===== src/hw/hot_swap_pkg.sv =====
// Operation
// - mode is sampled once when a supply first passes lockout, then held.
// - mode high selects tracking; all three channels switch on and off together.
// - no channel turns on before a supply sat above lockout for 37.5ms.
// - tracking runs only with all supplies ready, all on-inputs high, no fault.
// - tracking: cycling any on-input after a latched fault restarts all channels.
// - mode open selects sequencing; own on-input, all supplies ready, no fault.
// - sequencing: cycling any on-input clears; each restarts per its own on-input.
// - mode grounded: each channel follows its own supply-ready and on-input.
// - independent: a fault stops only its channel; own on-input cycle restarts it.
// - startup period 0.4ms to 51ms, 9ms when the setting is open.
// - startup timer starts only with conditions met, no latch, no retry wait.
// - during startup slow trip ignored, gate current limited, fast trip regulates.
// - after startup status asserts at once if fault free; normal operation begins.
// - normal slow trip gives fault, status off, 3mA gate discharge.
// - normal fast trip gives fault within 200ns, status off, 50mA discharge.
// - slow threshold 25mV to 100mV; fast and startup thresholds are twice it.
// - all supplies below lockout past the glitch time restart delay and startup.
// - latch select open: overcurrent keeps gates off until cleared by on-input.
// - latch select grounded: gates off, automatic restart after 64 startup periods.
// - status deasserts while on-input is low or the channel is off by fault.
// - polarity select decides whether status asserts high or low.
package hot_swap_pkg;
	localparam int CHANNELS = 3;
	localparam int CLOCK_PERIOD_NS = 5;
	localparam int TICK_NS = 1000;
	localparam int TICK_CYCLES = TICK_NS / CLOCK_PERIOD_NS;
	localparam real LOCKOUT_DELAY_MS = 37.5;
	localparam int LOCKOUT_DELAY_TICKS = int'(LOCKOUT_DELAY_MS * 1.0e6 / TICK_NS);
	localparam real STARTUP_MIN_MS = 0.4;
	localparam real STARTUP_MAX_MS = 51.0;
	localparam real STARTUP_DEFAULT_MS = 9.0;
	localparam logic [15:0] STARTUP_MIN_TICKS = 16'(int'(STARTUP_MIN_MS * 1.0e6 / TICK_NS));
	localparam logic [15:0] STARTUP_MAX_TICKS = 16'(int'(STARTUP_MAX_MS * 1.0e6 / TICK_NS));
	localparam logic [15:0] STARTUP_DEFAULT_TICKS = 16'(int'(STARTUP_DEFAULT_MS * 1.0e6 / TICK_NS));
	localparam int RETRY_SHIFT = 6;
	localparam int ON_CLEAR_US = 100;
	localparam logic [6:0] ON_CLEAR_TICKS = 7'(ON_CLEAR_US * 1000 / TICK_NS);
	localparam int GLITCH_FILTER_US = 16;
	localparam logic [7:0] GLITCH_TICKS = 8'(GLITCH_FILTER_US * 1000 / TICK_NS);
	localparam int FAST_FAULT_NS = 200;
	localparam int FAST_FAULT_CYCLES = FAST_FAULT_NS / CLOCK_PERIOD_NS;
	localparam logic [6:0] SLOW_TH_MIN_MV = 7'h19;
	localparam logic [6:0] SLOW_TH_MAX_MV = 7'h64;

	typedef enum logic [1:0] {
		MODE_INDEPENDENT = 2'h0,
		MODE_SEQUENCING  = 2'h1,
		MODE_TRACKING    = 2'h2
	} mode_t;

	typedef enum logic [2:0] {
		CH_OFF     = 3'h0,
		CH_STARTUP = 3'h1,
		CH_NORMAL  = 3'h3,
		CH_FAULT   = 3'h2,
		CH_RETRY   = 3'h6
	} ch_state_t;
endpackage


===== src/hw/chan_if.sv =====
`timescale 1ns/1ps
interface chan_if;
	import hot_swap_pkg::*;
	logic        ce;
	logic        tick;
	logic        run;
	logic        clear;
	logic        latched;
	logic        on_above;
	logic        slow_trip;
	logic        fast_trip;
	logic [15:0] startup_ticks;
	ch_state_t   state;
	logic        timer_done;
	logic        on_low_long;
	logic        gate_on;
	logic        limit;
	logic        regulate;
	logic        slow_dis;
	logic        fast_dis;
	logic        faulty;
	logic        status;
	modport ctrl (output ce, tick, run, clear, latched, on_above, slow_trip, fast_trip, startup_ticks,
		input state, timer_done, on_low_long, gate_on, limit, regulate, slow_dis, fast_dis, faulty, status);
	modport chan (input ce, tick, run, clear, latched, on_above, slow_trip, fast_trip, startup_ticks,
		output state, timer_done, on_low_long, gate_on, limit, regulate, slow_dis, fast_dis, faulty, status);
endinterface


===== src/hw/supply_supervisor.sv =====
`timescale 1ns/1ps
module supply_supervisor
	import hot_swap_pkg::*;
#(
	parameter int TICK_LEN     = TICK_CYCLES,
	parameter int LOCKOUT_LEN  = LOCKOUT_DELAY_TICKS
) (
	// clock and reset
	input  wire logic i_clock,
	input  wire logic i_rst,
	input  wire logic i_ce,
	// supply state
	input  wire logic i_any_lockout,
	output logic      o_tick,
	output logic      o_ready
);
	typedef struct packed {
		logic [15:0] tick_cnt;
		logic        tick;
		logic [7:0]  low_cnt;
		logic        down;
		logic [23:0] dly;
		logic        ready;
	} sup_t;

	sup_t s;
	sup_t next_s;

	// time base, glitch filter and lockout delay
	always_comb begin
		next_s = s;
		next_s.tick = 1'b0;
		if (s.tick_cnt == 16'(TICK_LEN - 1)) begin
			next_s.tick_cnt = 16'h0000;
			next_s.tick = 1'b1;
		end else begin
			next_s.tick_cnt = s.tick_cnt + 16'h0001;
		end
		if (i_any_lockout) begin
			next_s.low_cnt = 8'h00;
			if (s.down) begin
				next_s.down = 1'b0;
				next_s.dly = 24'h00_0000;
			end else if (s.tick && !s.ready) begin
				if (s.dly == 24'(LOCKOUT_LEN - 1))
					next_s.ready = 1'b1;
				else
					next_s.dly = s.dly + 24'h00_0001;
			end
		end else if (s.tick && !s.down) begin
			if (s.low_cnt == GLITCH_TICKS - 8'h01) begin
				next_s.down = 1'b1;
				next_s.ready = 1'b0;
			end else begin
				next_s.low_cnt = s.low_cnt + 8'h01;
			end
		end
	end

	// state register
	always_ff @(posedge i_clock) begin
		if (i_rst) begin
			s <= '{tick_cnt: 16'h0000, tick: 1'b0, low_cnt: 8'h00, down: 1'b1,
				dly: 24'h00_0000, ready: 1'b0};
		end else if (i_ce) begin
			s <= next_s;
		end
	end

	assign o_tick = s.tick;
	assign o_ready = s.ready;
endmodule


===== src/hw/channel_ctrl.sv =====
`timescale 1ns/1ps
module channel_ctrl
	import hot_swap_pkg::*;
(
	// clock and reset
	input  wire logic i_clock,
	input  wire logic i_rst,
	// control side
	chan_if.chan      ch
);
	typedef struct packed {
		ch_state_t   state;
		logic [21:0] cnt;
		logic [6:0]  low_cnt;
		logic        fast_kind;
	} chs_t;

	chs_t s;
	chs_t next_s;

	// channel sequence
	always_comb begin
		next_s = s;
		if (ch.on_above)
			next_s.low_cnt = 7'h00;
		else if (ch.tick && s.low_cnt != ON_CLEAR_TICKS)
			next_s.low_cnt = s.low_cnt + 7'h01;
		if (ch.tick && s.cnt != 22'h00_0000)
			next_s.cnt = s.cnt - 22'h00_0001;
		case (s.state)
			CH_OFF: begin
				if (ch.run) begin
					next_s.state = CH_STARTUP;
					next_s.cnt = {6'h00, ch.startup_ticks};
				end
			end
			CH_STARTUP: begin // slow trip not looked at here
				if (!ch.run)
					next_s.state = CH_OFF;
				else if (s.cnt == 22'h00_0000)
					next_s.state = CH_NORMAL;
			end
			CH_NORMAL: begin
				if (ch.fast_trip || ch.slow_trip) begin
					next_s.fast_kind = ch.fast_trip;
					next_s.state = ch.latched ? CH_FAULT : CH_RETRY;
					next_s.cnt = {ch.startup_ticks, 6'h00};
				end else if (!ch.run) begin
					next_s.state = CH_OFF;
				end
			end
			CH_FAULT: begin
				if (ch.clear)
					next_s.state = CH_OFF;
			end
			CH_RETRY: begin
				if (s.cnt == 22'h00_0000)
					next_s.state = CH_OFF;
			end
			default: next_s.state = CH_OFF;
		endcase
	end

	// state register
	always_ff @(posedge i_clock) begin
		if (i_rst)
			s <= '{state: CH_OFF, cnt: 22'h00_0000, low_cnt: 7'h00, fast_kind: 1'b0};
		else if (ch.ce)
			s <= next_s;
	end

	// gate and status drive from the state
	assign ch.state = s.state;
	assign ch.timer_done = (s.cnt == 22'h00_0000);
	// clear is one pulse as a low on-input reaches the clear time; a held-low input cannot clear later faults
	assign ch.on_low_long = ch.tick && !ch.on_above && (s.low_cnt == ON_CLEAR_TICKS - 7'h01);
	assign ch.gate_on = (s.state == CH_STARTUP) || (s.state == CH_NORMAL);
	assign ch.limit = (s.state == CH_STARTUP);
	assign ch.regulate = (s.state == CH_STARTUP) && ch.fast_trip;
	assign ch.faulty = (s.state == CH_FAULT) || (s.state == CH_RETRY);
	assign ch.slow_dis = ch.faulty && !s.fast_kind;
	assign ch.fast_dis = ch.faulty && s.fast_kind;
	assign ch.status = (s.state == CH_NORMAL) && ch.on_above;
endmodule


===== src/hw/triple_hot_swap_sequencer.sv =====
`timescale 1ns/1ps
module triple_hot_swap_sequencer
	import hot_swap_pkg::*;
#(
	parameter int TICK_LEN    = TICK_CYCLES,
	parameter int LOCKOUT_LEN = LOCKOUT_DELAY_TICKS
) (
	// clock, reset, enable
	input  wire logic        I_CLOCK,
	input  wire logic        I_RST,
	input  wire logic        I_CLK_EN,
	// straps
	input  wire logic [1:0]  I_MODE,
	input  wire logic        I_LATCH_OPEN,
	input  wire logic        I_POL_OPEN,
	input  wire logic        I_STARTUP_TIME_OPEN,
	input  wire logic [15:0] I_STARTUP_TIME_SETTING,
	input  wire logic [6:0]  I_SLOW_THRESHOLD_MV,
	// comparator results per channel
	input  wire logic [2:0]  I_LOCKOUT_OK,
	input  wire logic [2:0]  I_POWER_READY,
	input  wire logic [2:0]  I_ON_ABOVE,
	input  wire logic [2:0]  I_SLOW_TRIP,
	input  wire logic [2:0]  I_FAST_TRIP,
	// gate drive per channel
	output logic [2:0]       O_GATE_ON,
	output logic [2:0]       O_GATE_LIMIT,
	output logic [2:0]       O_GATE_REGULATE,
	output logic [2:0]       O_SLOW_DISCHARGE,
	output logic [2:0]       O_FAST_DISCHARGE,
	// status pins, open drain
	output logic [2:0]       O_STATUS_OUT,
	output logic [2:0]       O_STATUS_OE,
	// thresholds and observation
	output logic [6:0]       O_SLOW_THRESHOLD_MV,
	output logic [7:0]       O_FAST_THRESHOLD_MV,
	output logic [2:0]       O_FAULT,
	output logic [1:0]       O_MODE,
	output logic             O_LOCKOUT_READY
);
	typedef struct packed {
		mode_t      mode;
		logic       mode_taken;
		logic       status_polarity_select;
		logic [2:0] gate;
		logic [2:0] limit;
		logic [2:0] regulate;
		logic [2:0] slow_dis;
		logic [2:0] fast_dis;
		logic [2:0] status;
		logic [2:0] fault;
		logic [6:0] slow_th;
	} top_t;

	top_t s;
	top_t next_s;

	logic        tick;
	logic        sup_ready;
	logic        all_ready;
	logic        all_on;
	logic        any_fault;
	logic        any_low_long;
	logic [15:0] startup_ticks;
	logic [2:0]  ch_gate;
	logic [2:0]  ch_limit;
	logic [2:0]  ch_reg;
	logic [2:0]  ch_slow;
	logic [2:0]  ch_fast;
	logic [2:0]  ch_status;
	logic [2:0]  ch_faulty;
	logic [2:0]  ch_low_long;

	chan_if cif[CHANNELS] ();

	// time base and lockout supervision
	supply_supervisor #(
		.TICK_LEN    (TICK_LEN),
		.LOCKOUT_LEN (LOCKOUT_LEN)
	) u_supervisor (
		.i_clock       (I_CLOCK),
		.i_rst         (I_RST),
		.i_ce          (I_CLK_EN),
		.i_any_lockout (|I_LOCKOUT_OK),
		.o_tick        (tick),
		.o_ready       (sup_ready)
	);

	// startup period from the timing strap, clamped to its range
	always_comb begin
		if (I_STARTUP_TIME_OPEN)
			startup_ticks = STARTUP_DEFAULT_TICKS;
		else if (I_STARTUP_TIME_SETTING < STARTUP_MIN_TICKS)
			startup_ticks = STARTUP_MIN_TICKS;
		else if (I_STARTUP_TIME_SETTING > STARTUP_MAX_TICKS)
			startup_ticks = STARTUP_MAX_TICKS;
		else
			startup_ticks = I_STARTUP_TIME_SETTING;
	end

	// group conditions
	assign all_ready = &I_POWER_READY;
	assign all_on = &I_ON_ABOVE;
	assign any_fault = |ch_faulty;
	assign any_low_long = |ch_low_long;

	// one controller per channel
	generate
		for (genvar g = 0; g < CHANNELS; g++) begin : g_ch
			channel_ctrl u_ch (
				.i_clock (I_CLOCK),
				.i_rst   (I_RST),
				.ch      (cif[g])
			);
			assign cif[g].ce = I_CLK_EN;
			assign cif[g].tick = tick;
			assign cif[g].latched = I_LATCH_OPEN;
			assign cif[g].on_above = I_ON_ABOVE[g];
			assign cif[g].slow_trip = I_SLOW_TRIP[g];
			assign cif[g].fast_trip = I_FAST_TRIP[g];
			assign cif[g].startup_ticks = startup_ticks;
			// turn-on condition for the sampled mode
			always_comb begin
				if (!s.mode_taken || !sup_ready)
					cif[g].run = 1'b0;
				else if (s.mode == MODE_INDEPENDENT)
					cif[g].run = I_POWER_READY[g] && I_ON_ABOVE[g];
				else if (s.mode == MODE_TRACKING)
					cif[g].run = all_ready && all_on && !any_fault;
				else
					cif[g].run = all_ready && I_ON_ABOVE[g] && !any_fault;
			end
			// fault clear: own on-input alone, or any on-input in group modes
			assign cif[g].clear = (s.mode == MODE_INDEPENDENT) ? cif[g].on_low_long
				: any_low_long;
			assign ch_gate[g] = cif[g].gate_on;
			assign ch_limit[g] = cif[g].limit;
			assign ch_reg[g] = cif[g].regulate;
			assign ch_slow[g] = cif[g].slow_dis;
			assign ch_fast[g] = cif[g].fast_dis;
			assign ch_status[g] = cif[g].status;
			assign ch_faulty[g] = cif[g].faulty;
			assign ch_low_long[g] = cif[g].on_low_long;

			// startup ignores the slow comparator
			slow_ignored_a: assert property (@(posedge I_CLOCK) disable iff (I_RST || !I_CLK_EN)
				cif[g].state == CH_STARTUP && cif[g].run |=> cif[g].state != CH_FAULT && cif[g].state != CH_RETRY)
				else $error("fault raised during startup");
			// fast trip in normal operation
			fast_fault_a: assert property (@(posedge I_CLOCK) disable iff (I_RST || !I_CLK_EN)
				cif[g].state == CH_NORMAL && I_FAST_TRIP[g] |=> cif[g].fast_dis ##1 O_FAST_DISCHARGE[g])
				else $error("fast trip did not raise a fault in time");
			// latched fault holds until cleared
			latch_hold_a: assert property (@(posedge I_CLOCK) disable iff (I_RST || !I_CLK_EN)
				cif[g].state == CH_FAULT && !cif[g].clear |=> cif[g].state == CH_FAULT)
				else $error("latched fault left without clear");
			// retry waits out its delay
			retry_wait_a: assert property (@(posedge I_CLOCK) disable iff (I_RST || !I_CLK_EN)
				cif[g].state == CH_RETRY && !cif[g].timer_done |=> cif[g].state == CH_RETRY && !cif[g].gate_on)
				else $error("retry delay cut short");
			// status drops with the on-input
			status_on_a: assert property (@(posedge I_CLOCK) disable iff (I_RST || !I_CLK_EN)
				!I_ON_ABOVE[g] |=> !s.status[g])
				else $error("status asserted with on-input low");
			// status follows the end of startup
			status_end_a: assert property (@(posedge I_CLOCK) disable iff (I_RST || !I_CLK_EN)
				cif[g].state == CH_STARTUP && cif[g].timer_done && cif[g].run && I_ON_ABOVE[g]
				##1 !I_FAST_TRIP[g] && !I_SLOW_TRIP[g] && I_ON_ABOVE[g] |=> s.status[g])
				else $error("status late after startup");
			// a cleared latch restarts the channel
			clear_restart_a: assert property (@(posedge I_CLOCK) disable iff (I_RST || !I_CLK_EN)
				cif[g].state == CH_FAULT && cif[g].clear |=> cif[g].state == CH_OFF)
				else $error("clear did not release the latch");
			// a fault always drops status
			status_fault_a: assert property (@(posedge I_CLOCK) disable iff (I_RST || !I_CLK_EN)
				cif[g].faulty |=> !s.status[g])
				else $error("status asserted during fault");
			// startup drives the limited gate current
			limit_startup_a: assert property (@(posedge I_CLOCK) disable iff (I_RST || !I_CLK_EN)
				cif[g].state == CH_STARTUP |=> s.limit[g])
				else $error("gate current not limited in startup");
			// no startup without the turn-on conditions
			startup_wait_a: assert property (@(posedge I_CLOCK) disable iff (I_RST || !I_CLK_EN)
				cif[g].state == CH_OFF && !cif[g].run |=> cif[g].state == CH_OFF)
				else $error("startup began without turn-on conditions");
			// tracking needs every on-input
			track_off_a: assert property (@(posedge I_CLOCK) disable iff (I_RST || !I_CLK_EN)
				s.mode == MODE_TRACKING && !all_on |=> !cif[g].gate_on)
				else $error("tracking channel on with an on-input low");
			// sequencing needs the channel's own on-input
			seq_own_a: assert property (@(posedge I_CLOCK) disable iff (I_RST || !I_CLK_EN)
				s.mode == MODE_SEQUENCING && !I_ON_ABOVE[g] |=> !cif[g].gate_on)
				else $error("sequenced channel on with its on-input low");
			// independent channel needs its own supply
			indep_ready_a: assert property (@(posedge I_CLOCK) disable iff (I_RST || !I_CLK_EN)
				s.mode == MODE_INDEPENDENT && !I_POWER_READY[g] |=> !cif[g].gate_on)
				else $error("independent channel on without its supply");
			// independent channel ignores the others
			indep_isolate_a: assert property (@(posedge I_CLOCK) disable iff (I_RST || !I_CLK_EN)
				s.mode == MODE_INDEPENDENT && cif[g].state == CH_NORMAL && cif[g].run && !I_FAST_TRIP[g]
				&& !I_SLOW_TRIP[g] |=> cif[g].state == CH_NORMAL)
				else $error("independent channel stopped by another channel");
			// retry ends in a fresh start
			retry_end_a: assert property (@(posedge I_CLOCK) disable iff (I_RST || !I_CLK_EN)
				cif[g].state == CH_RETRY && cif[g].timer_done |=> cif[g].state == CH_OFF)
				else $error("retry did not end after its delay");
		end
	endgenerate

	// output and strap registers
	always_comb begin
		next_s = s;
		if (!s.mode_taken && |I_LOCKOUT_OK) begin
			next_s.mode_taken = 1'b1;
			next_s.mode = (I_MODE == 2'h3) ? MODE_TRACKING : mode_t'(I_MODE);
		end
		next_s.status_polarity_select = I_POL_OPEN;
		next_s.gate = ch_gate;
		next_s.limit = ch_limit;
		next_s.regulate = ch_reg;
		next_s.slow_dis = ch_slow;
		next_s.fast_dis = ch_fast;
		next_s.status = ch_status;
		next_s.fault = ch_faulty;
		// slow threshold kept in range
		if (I_SLOW_THRESHOLD_MV < SLOW_TH_MIN_MV)
			next_s.slow_th = SLOW_TH_MIN_MV;
		else if (I_SLOW_THRESHOLD_MV > SLOW_TH_MAX_MV)
			next_s.slow_th = SLOW_TH_MAX_MV;
		else
			next_s.slow_th = I_SLOW_THRESHOLD_MV;
	end

	// state register
	always_ff @(posedge I_CLOCK) begin
		if (I_RST) begin
			s <= '{mode: MODE_TRACKING, mode_taken: 1'b0, status_polarity_select: 1'b1, gate: 3'h0, limit: 3'h0,
				regulate: 3'h0, slow_dis: 3'h0, fast_dis: 3'h0, status: 3'h0, fault: 3'h0,
				slow_th: SLOW_TH_MIN_MV};
		end else if (I_CLK_EN) begin
			s <= next_s;
		end
	end

	// pin drive
	assign O_GATE_ON = s.gate;
	assign O_GATE_LIMIT = s.limit;
	assign O_GATE_REGULATE = s.regulate;
	assign O_SLOW_DISCHARGE = s.slow_dis;
	assign O_FAST_DISCHARGE = s.fast_dis;
	assign O_FAULT = s.fault;
	assign O_MODE = s.mode;
	assign O_LOCKOUT_READY = sup_ready;
	assign O_SLOW_THRESHOLD_MV = s.slow_th;
	assign O_FAST_THRESHOLD_MV = {s.slow_th, 1'b0};
	assign O_STATUS_OUT = 3'h0; // open drain only pulls low
	// open: released when asserted; low polarity: pulled when asserted
	assign O_STATUS_OE = s.status ^ {3{s.status_polarity_select}};

	// mode held once sampled
	mode_hold_a: assert property (@(posedge I_CLOCK) disable iff (I_RST)
		s.mode_taken |=> $stable(s.mode) && s.mode_taken)
		else $error("mode changed after sampling");

	// no gate before the lockout delay
	lockout_first_a: assert property (@(posedge I_CLOCK) disable iff (I_RST)
		$rose(|ch_gate) |-> $past(sup_ready) && s.mode_taken)
		else $error("gate on before lockout delay");

	// tracking channels move together
	track_together_a: assert property (@(posedge I_CLOCK) disable iff (I_RST || !I_CLK_EN)
		s.mode == MODE_TRACKING && ch_gate != 3'h0 && ch_gate != 3'h7 |=> ch_gate == 3'h0)
		else $error("tracking channels split");

	// a group fault stops every channel
	group_stop_a: assert property (@(posedge I_CLOCK) disable iff (I_RST || !I_CLK_EN)
		s.mode != MODE_INDEPENDENT && any_fault |=> ch_gate == 3'h0)
		else $error("channel left on during group fault");

	// readiness only drops with no supply above lockout
	glitch_restart_a: assert property (@(posedge I_CLOCK) disable iff (I_RST)
		$fell(sup_ready) |-> !$past(|I_LOCKOUT_OK))
		else $error("lockout ready lost with a supply present");

	// readiness only grows from a supply above lockout
	ready_supply_a: assert property (@(posedge I_CLOCK) disable iff (I_RST)
		$rose(sup_ready) |-> $past(|I_LOCKOUT_OK))
		else $error("lockout ready without a supply");

	// a faulted channel never charges its gate
	gate_fault_a: assert property (@(posedge I_CLOCK) disable iff (I_RST)
		(s.gate & s.fault) == 3'h0)
		else $error("gate driven during fault");

	// slow threshold stays in its range
	slow_range_a: assert property (@(posedge I_CLOCK) disable iff (I_RST)
		s.slow_th >= SLOW_TH_MIN_MV && s.slow_th <= SLOW_TH_MAX_MV)
		else $error("slow threshold out of range");

	// main scenarios
	track_on_c: cover property (@(posedge I_CLOCK) disable iff (I_RST)
		s.mode == MODE_TRACKING && s.status == 3'h7);
	retry_c: cover property (@(posedge I_CLOCK) disable iff (I_RST)
		$fell(s.fault[1]) && !I_LATCH_OPEN);
	latch_clear_c: cover property (@(posedge I_CLOCK) disable iff (I_RST)
		$fell(s.fault[0]) && I_LATCH_OPEN);
	indep_fault_c: cover property (@(posedge I_CLOCK) disable iff (I_RST)
		s.mode == MODE_INDEPENDENT && s.fault == 3'h4 && s.gate == 3'h3);
endmodule


===== config.mk =====
export PLATFORM = sky130hd
export DESIGN_NAME = triple_hot_swap_sequencer
export DESIGN_NICKNAME = d
export VERILOG_FILES = /design/src/hw/hot_swap_pkg.sv /design/src/hw/chan_if.sv /design/src/hw/supply_supervisor.sv /design/src/hw/channel_ctrl.sv /design/src/hw/triple_hot_swap_sequencer.sv
export SDC_FILE = /design/constraint.sdc
export NUM_CORES = 1
export LEC_CHECK = 0
export BUFFER_PORTS_ARGS = -buffer_cell sky130_fd_sc_hd__buf_4
export CAP_MARGIN = 20
export CORE_ASPECT_RATIO = 1.75
export CORE_MARGIN = 4
export CORE_UTILIZATION = 50
export DETAILED_ROUTE_END_ITERATION = 10
export PLACE_DENSITY = 0.69
export RECOVER_POWER = 50
export SKIP_CTS_REPAIR_TIMING = 1
export SYNTH_ARGS = -nofsm -noshare
export SYNTH_HDL_FRONTEND = slang
export SYNTH_SLANG_ARGS = --single-unit

===== constraint.sdc =====
create_clock -name I_CLOCK -period 8.05 [get_ports I_CLOCK]
set_input_delay 0.805 -clock I_CLOCK [delete_from_list [all_inputs] [get_ports I_CLOCK]]
set_output_delay 0.805 -clock I_CLOCK [all_outputs]
set_load 0.01 [all_outputs]

==> metrics.txt <==
status finished, violations left; violated checks capacitance limit, slew limit; hold slack 0.459 ns; post-synth top area cell dfxtp_1; critical path, cell by cell clkbuf_1, buf_4, nand2_1, or4_1, o311ai_0; final period utilization 64.6%; I/O Buffers between 80 and 90; Stages on worst setup path 5; Worst setup endpoint g_ch[0].u_ch.s[19]$_SDFFE_PP0P_; Antenna Cells 0; Flop pwr share 47.3%; total negative slack 0 ns; drt first-iter violations 783; Final Total Pwr around 2.0 mW; hold crit path type reg2reg; Reg clk slew, reported paths 0.07 ns; post-synthesis sequential area ratio 34.3%; WP data required 8.39 ns; hold path cells 2; Worst path slowest cell clkbuf_1; ys flop type dfxtp_1; power density over cell area roughly 170 nW/um^2; Psw about 0.49 mW; combinational family with the most area after synthesis simple AND/OR/NAND/NOR gates; worst skew pair latency 0.44 ns; number of CTS-inserted buffers 17; Simple-Gate Fraction of Synth Area 28.1%; Pleak 4.17 nW; Max Clock Skew 0.00870 ns; buffer and inverter count on the worst path 2; P&R area growth vs syn 8.20%; number of synthesized flops with an enable pin 0; Worst Setup Path Type in2reg; remaining antenna violation count 0; Critical Path End Type flip-flop; Initial Util just over 50%; initial antenna violation count 0; root buffer cell clkbuf_16; first-pass GRT wire length ~51000 um; most frequent cell after synthesis dfxtp_1; fraction of power consumed by combinational cells 9.2%; Detailed Place HPWL 22000 um; Max-Slew Margin vs Limit -131%; ys async rst share 0%; GRT Residual Overflow 0; Syn Inst Count 1345; Seq cells post-synth 182; RSZ-0062 raised after global routing no; Critical Path Fanout Max 71; Max clock buf depth 2; Final setup viols 0; CP arrival 5.54 ns; H-tree levels 4; TritonRoute pass-1 iters 5; Synth Area in Compound Gates a little over a fifth; via count slightly above 10000; GP Congestion roughly 0.94; P_int ~1.5 mW; Tmin final 5.20 ns; largest net degree at the start of global routing 72; Sw Share around 25%; crit-path leading delay family buffers and inverters; Final Hold Viols 0; I/O pin count 88; DR WL/cell 19.4 um; CP peak stage delay 2.39 ns; DRC viols 0; pins over their slew limit 72; filler cell count about 2000; clock tree from TritonCTS built; post-synth top area share 34.3%; Ys Warns 0; RR Endpoint g_ch[0].u_ch.s[12]$_SDFFE_PP0P_; Core Area 20900 um^2; GRT Util Overall 26.1%; Unique masters post-synth 83; Die X 118 um; reg2reg setup slack 4.61 ns; synth top area cells dfxtp_1, nor2_1, xor2_1, nand2_1, a21oi_1; Nets 1409; Via density 6.36; die area 23700 um^2; xor/xnor share of the synthesized area 5.44%; layout cells sized above 1 8.37%; reg2reg start g_ch[0].u_ch.ch.state[0]$_SDFFE_PP0P_; post-synthesis mux area share 1.81%; IR Drop Worst-Case VDD approximately 0.00015 V; Fmax 0.192 GHz; # rows 70; Post-Synthesis Cell Area 10600 um^2; max-cap viol count 1; adder-cell area share of the yosys netlist 1.53%; Worst Max-Slew Pin Slew 3.46 ns; Clk pwr share 43.5%; Startpoint Class primary input; die span in y about 200 um; Routed WL 31300 um; R2R cell count 8; Avg Inst Size Synth 7.90 um^2; crit path from I_CLK_EN; Commonest cells post-synth dfxtp_1, nor2_1, nand2_1, a21oi_1, o21ai_0; clk sinks 182; number of global-route vias before repair 9822
[metal layers]
metal	vias up	track usage [%]	wire length [um]
met5	-	0	0
li1	4921	-	-
met3	115	4.76	1740
met4	0	15.9	1810
met1	4859	29.1	12000
met2	367	45.6	15800
[cells in the final DEF (no fill, tap or decap), types with 8 or more instances in the layout]
master and count:
nor2_1 177, o21ai_1 16, nor4_1 29, or3_1 20
buf_4 58, xnor2_1 10, and2_1 9, clkbuf_16 17
a22oi_1 12, nand2_1 108, o41ai_1 10, inv_1 35
xor2_1 56, a21oi_1 73, nand3_1 55, nor2b_1 12
a32o_1 16, clkbuf_1 43, o32ai_1 11, nor3_1 48
and3_1 21, and4_1 13, o22ai_1 10, a221oi_1 11
a32oi_1 8, dfxtp_1 182, o21ai_0 67, mux2i_1 17
ha_1 13, nand4_1 36, a211oi_1 11, a31oi_1 13
[metrics by stage]
stage / utilization (%) / cells / setup WS (ns) / cell area (um^2)
after floorplan: - / 1348 / 5.15 / 10600
after global placement: 52.8 / 1581 / 4.32 / 11000
after detailed placement: 52.8 / 1581 / 4.28 / 11000
after CTS: 55.6 / 1612 / 4.54 / 11600
after global routing: 54.9 / 1614 / 2.44 / 11500
final: 54.9 / 1614 / 2.85 / 11500
[sequential cells by signal, summed over array words and instances, names as in the netlist]
register,cells
g_ch.u_ch.s,90
u_supervisor.s,49
g_ch.u_ch.ch.state,9
O_SLOW_THRESHOLD_MV,7
s,5
O_FAST_DISCHARGE,3
O_FAULT,3
O_GATE_LIMIT,3
O_GATE_ON,3
O_GATE_REGULATE,3
O_SLOW_DISCHARGE,3
O_MODE,2
u_supervisor.o_ready,1
u_supervisor.o_tick,1
[final cells by class]
cell class / instances / area [um^2] / share of cell area (%)
clock buffer: 22 / 454 / 3.95
clock inverter: 9 / 128 / 1.11
inverter: 36 / 135 / 1.18
multi-input combinational: 1016 / 6240 / 54.3
sequential: 182 / 3640 / 31.7
tap: 252 / 315 / 2.74
timing repair buffer: 97 / 582 / 5.06
[worst min-delay path by stage]
stage | startpoint | to | slack, ns
6_report | O_GATE_REGULATE[2]$_SDFFE_PP0P_ | O_GATE_REGULATE[2]$_SDFFE_PP0P_ | 0.46
5_1_grt | O_SLOW_DISCHARGE[0]$_SDFFE_PP0P_ | O_SLOW_DISCHARGE[0]$_SDFFE_PP0P_ | 0.49
4_1_cts | O_GATE_REGULATE[2]$_SDFFE_PP0P_ | O_GATE_REGULATE[2]$_SDFFE_PP0P_ | 0.46
3_5_place_dp | O_GATE_REGULATE[2]$_SDFFE_PP0P_ | O_GATE_REGULATE[2]$_SDFFE_PP0P_ | 0.45
3_3_place_gp | O_GATE_REGULATE[2]$_SDFFE_PP0P_ | O_GATE_REGULATE[2]$_SDFFE_PP0P_ | 0.45
2_1_floorplan | g_ch[1].u_ch.s[27]$_SDFFE_PP0P_ | g_ch[1].u_ch.s[27]$_SDFFE_PP0P_ | 0.44
[cells by family (layout without fill, tap and decap cells)]
group	Yosys count	in the layout
other	1	4
buffers and inverters	150	164
DFF	182	182
AOI/OAI and AO/OA	331	331
xor gates and xnor gates	66	66
and+or+nand+nor	583	583
adders and majority gates	13	13
muxes	19	19
[worst reg2reg max path: stages (launching register included)]
cell      delay (ns)
dfxtp_1         0.49
nor2b_4         0.10
or4_4           0.61
o32ai_4         0.45
and3_1          0.73
nor2_1          0.30
buf_4           0.28
a221oi_1        0.28
nor3_1          0.08
[power groups by stage]
stage                     registers (mW)  logic (mW)  clock network (mW)
after CTS                          0.925       0.181               0.865
after global placement             0.945       0.178                   0
final                              0.926       0.179               0.851
after floorplan                    0.941       0.117                   0
after global routing               0.927       0.193               0.902
after detailed placement           0.946       0.180                   0
Note: power is estimated with default switching activity, not from simulation.
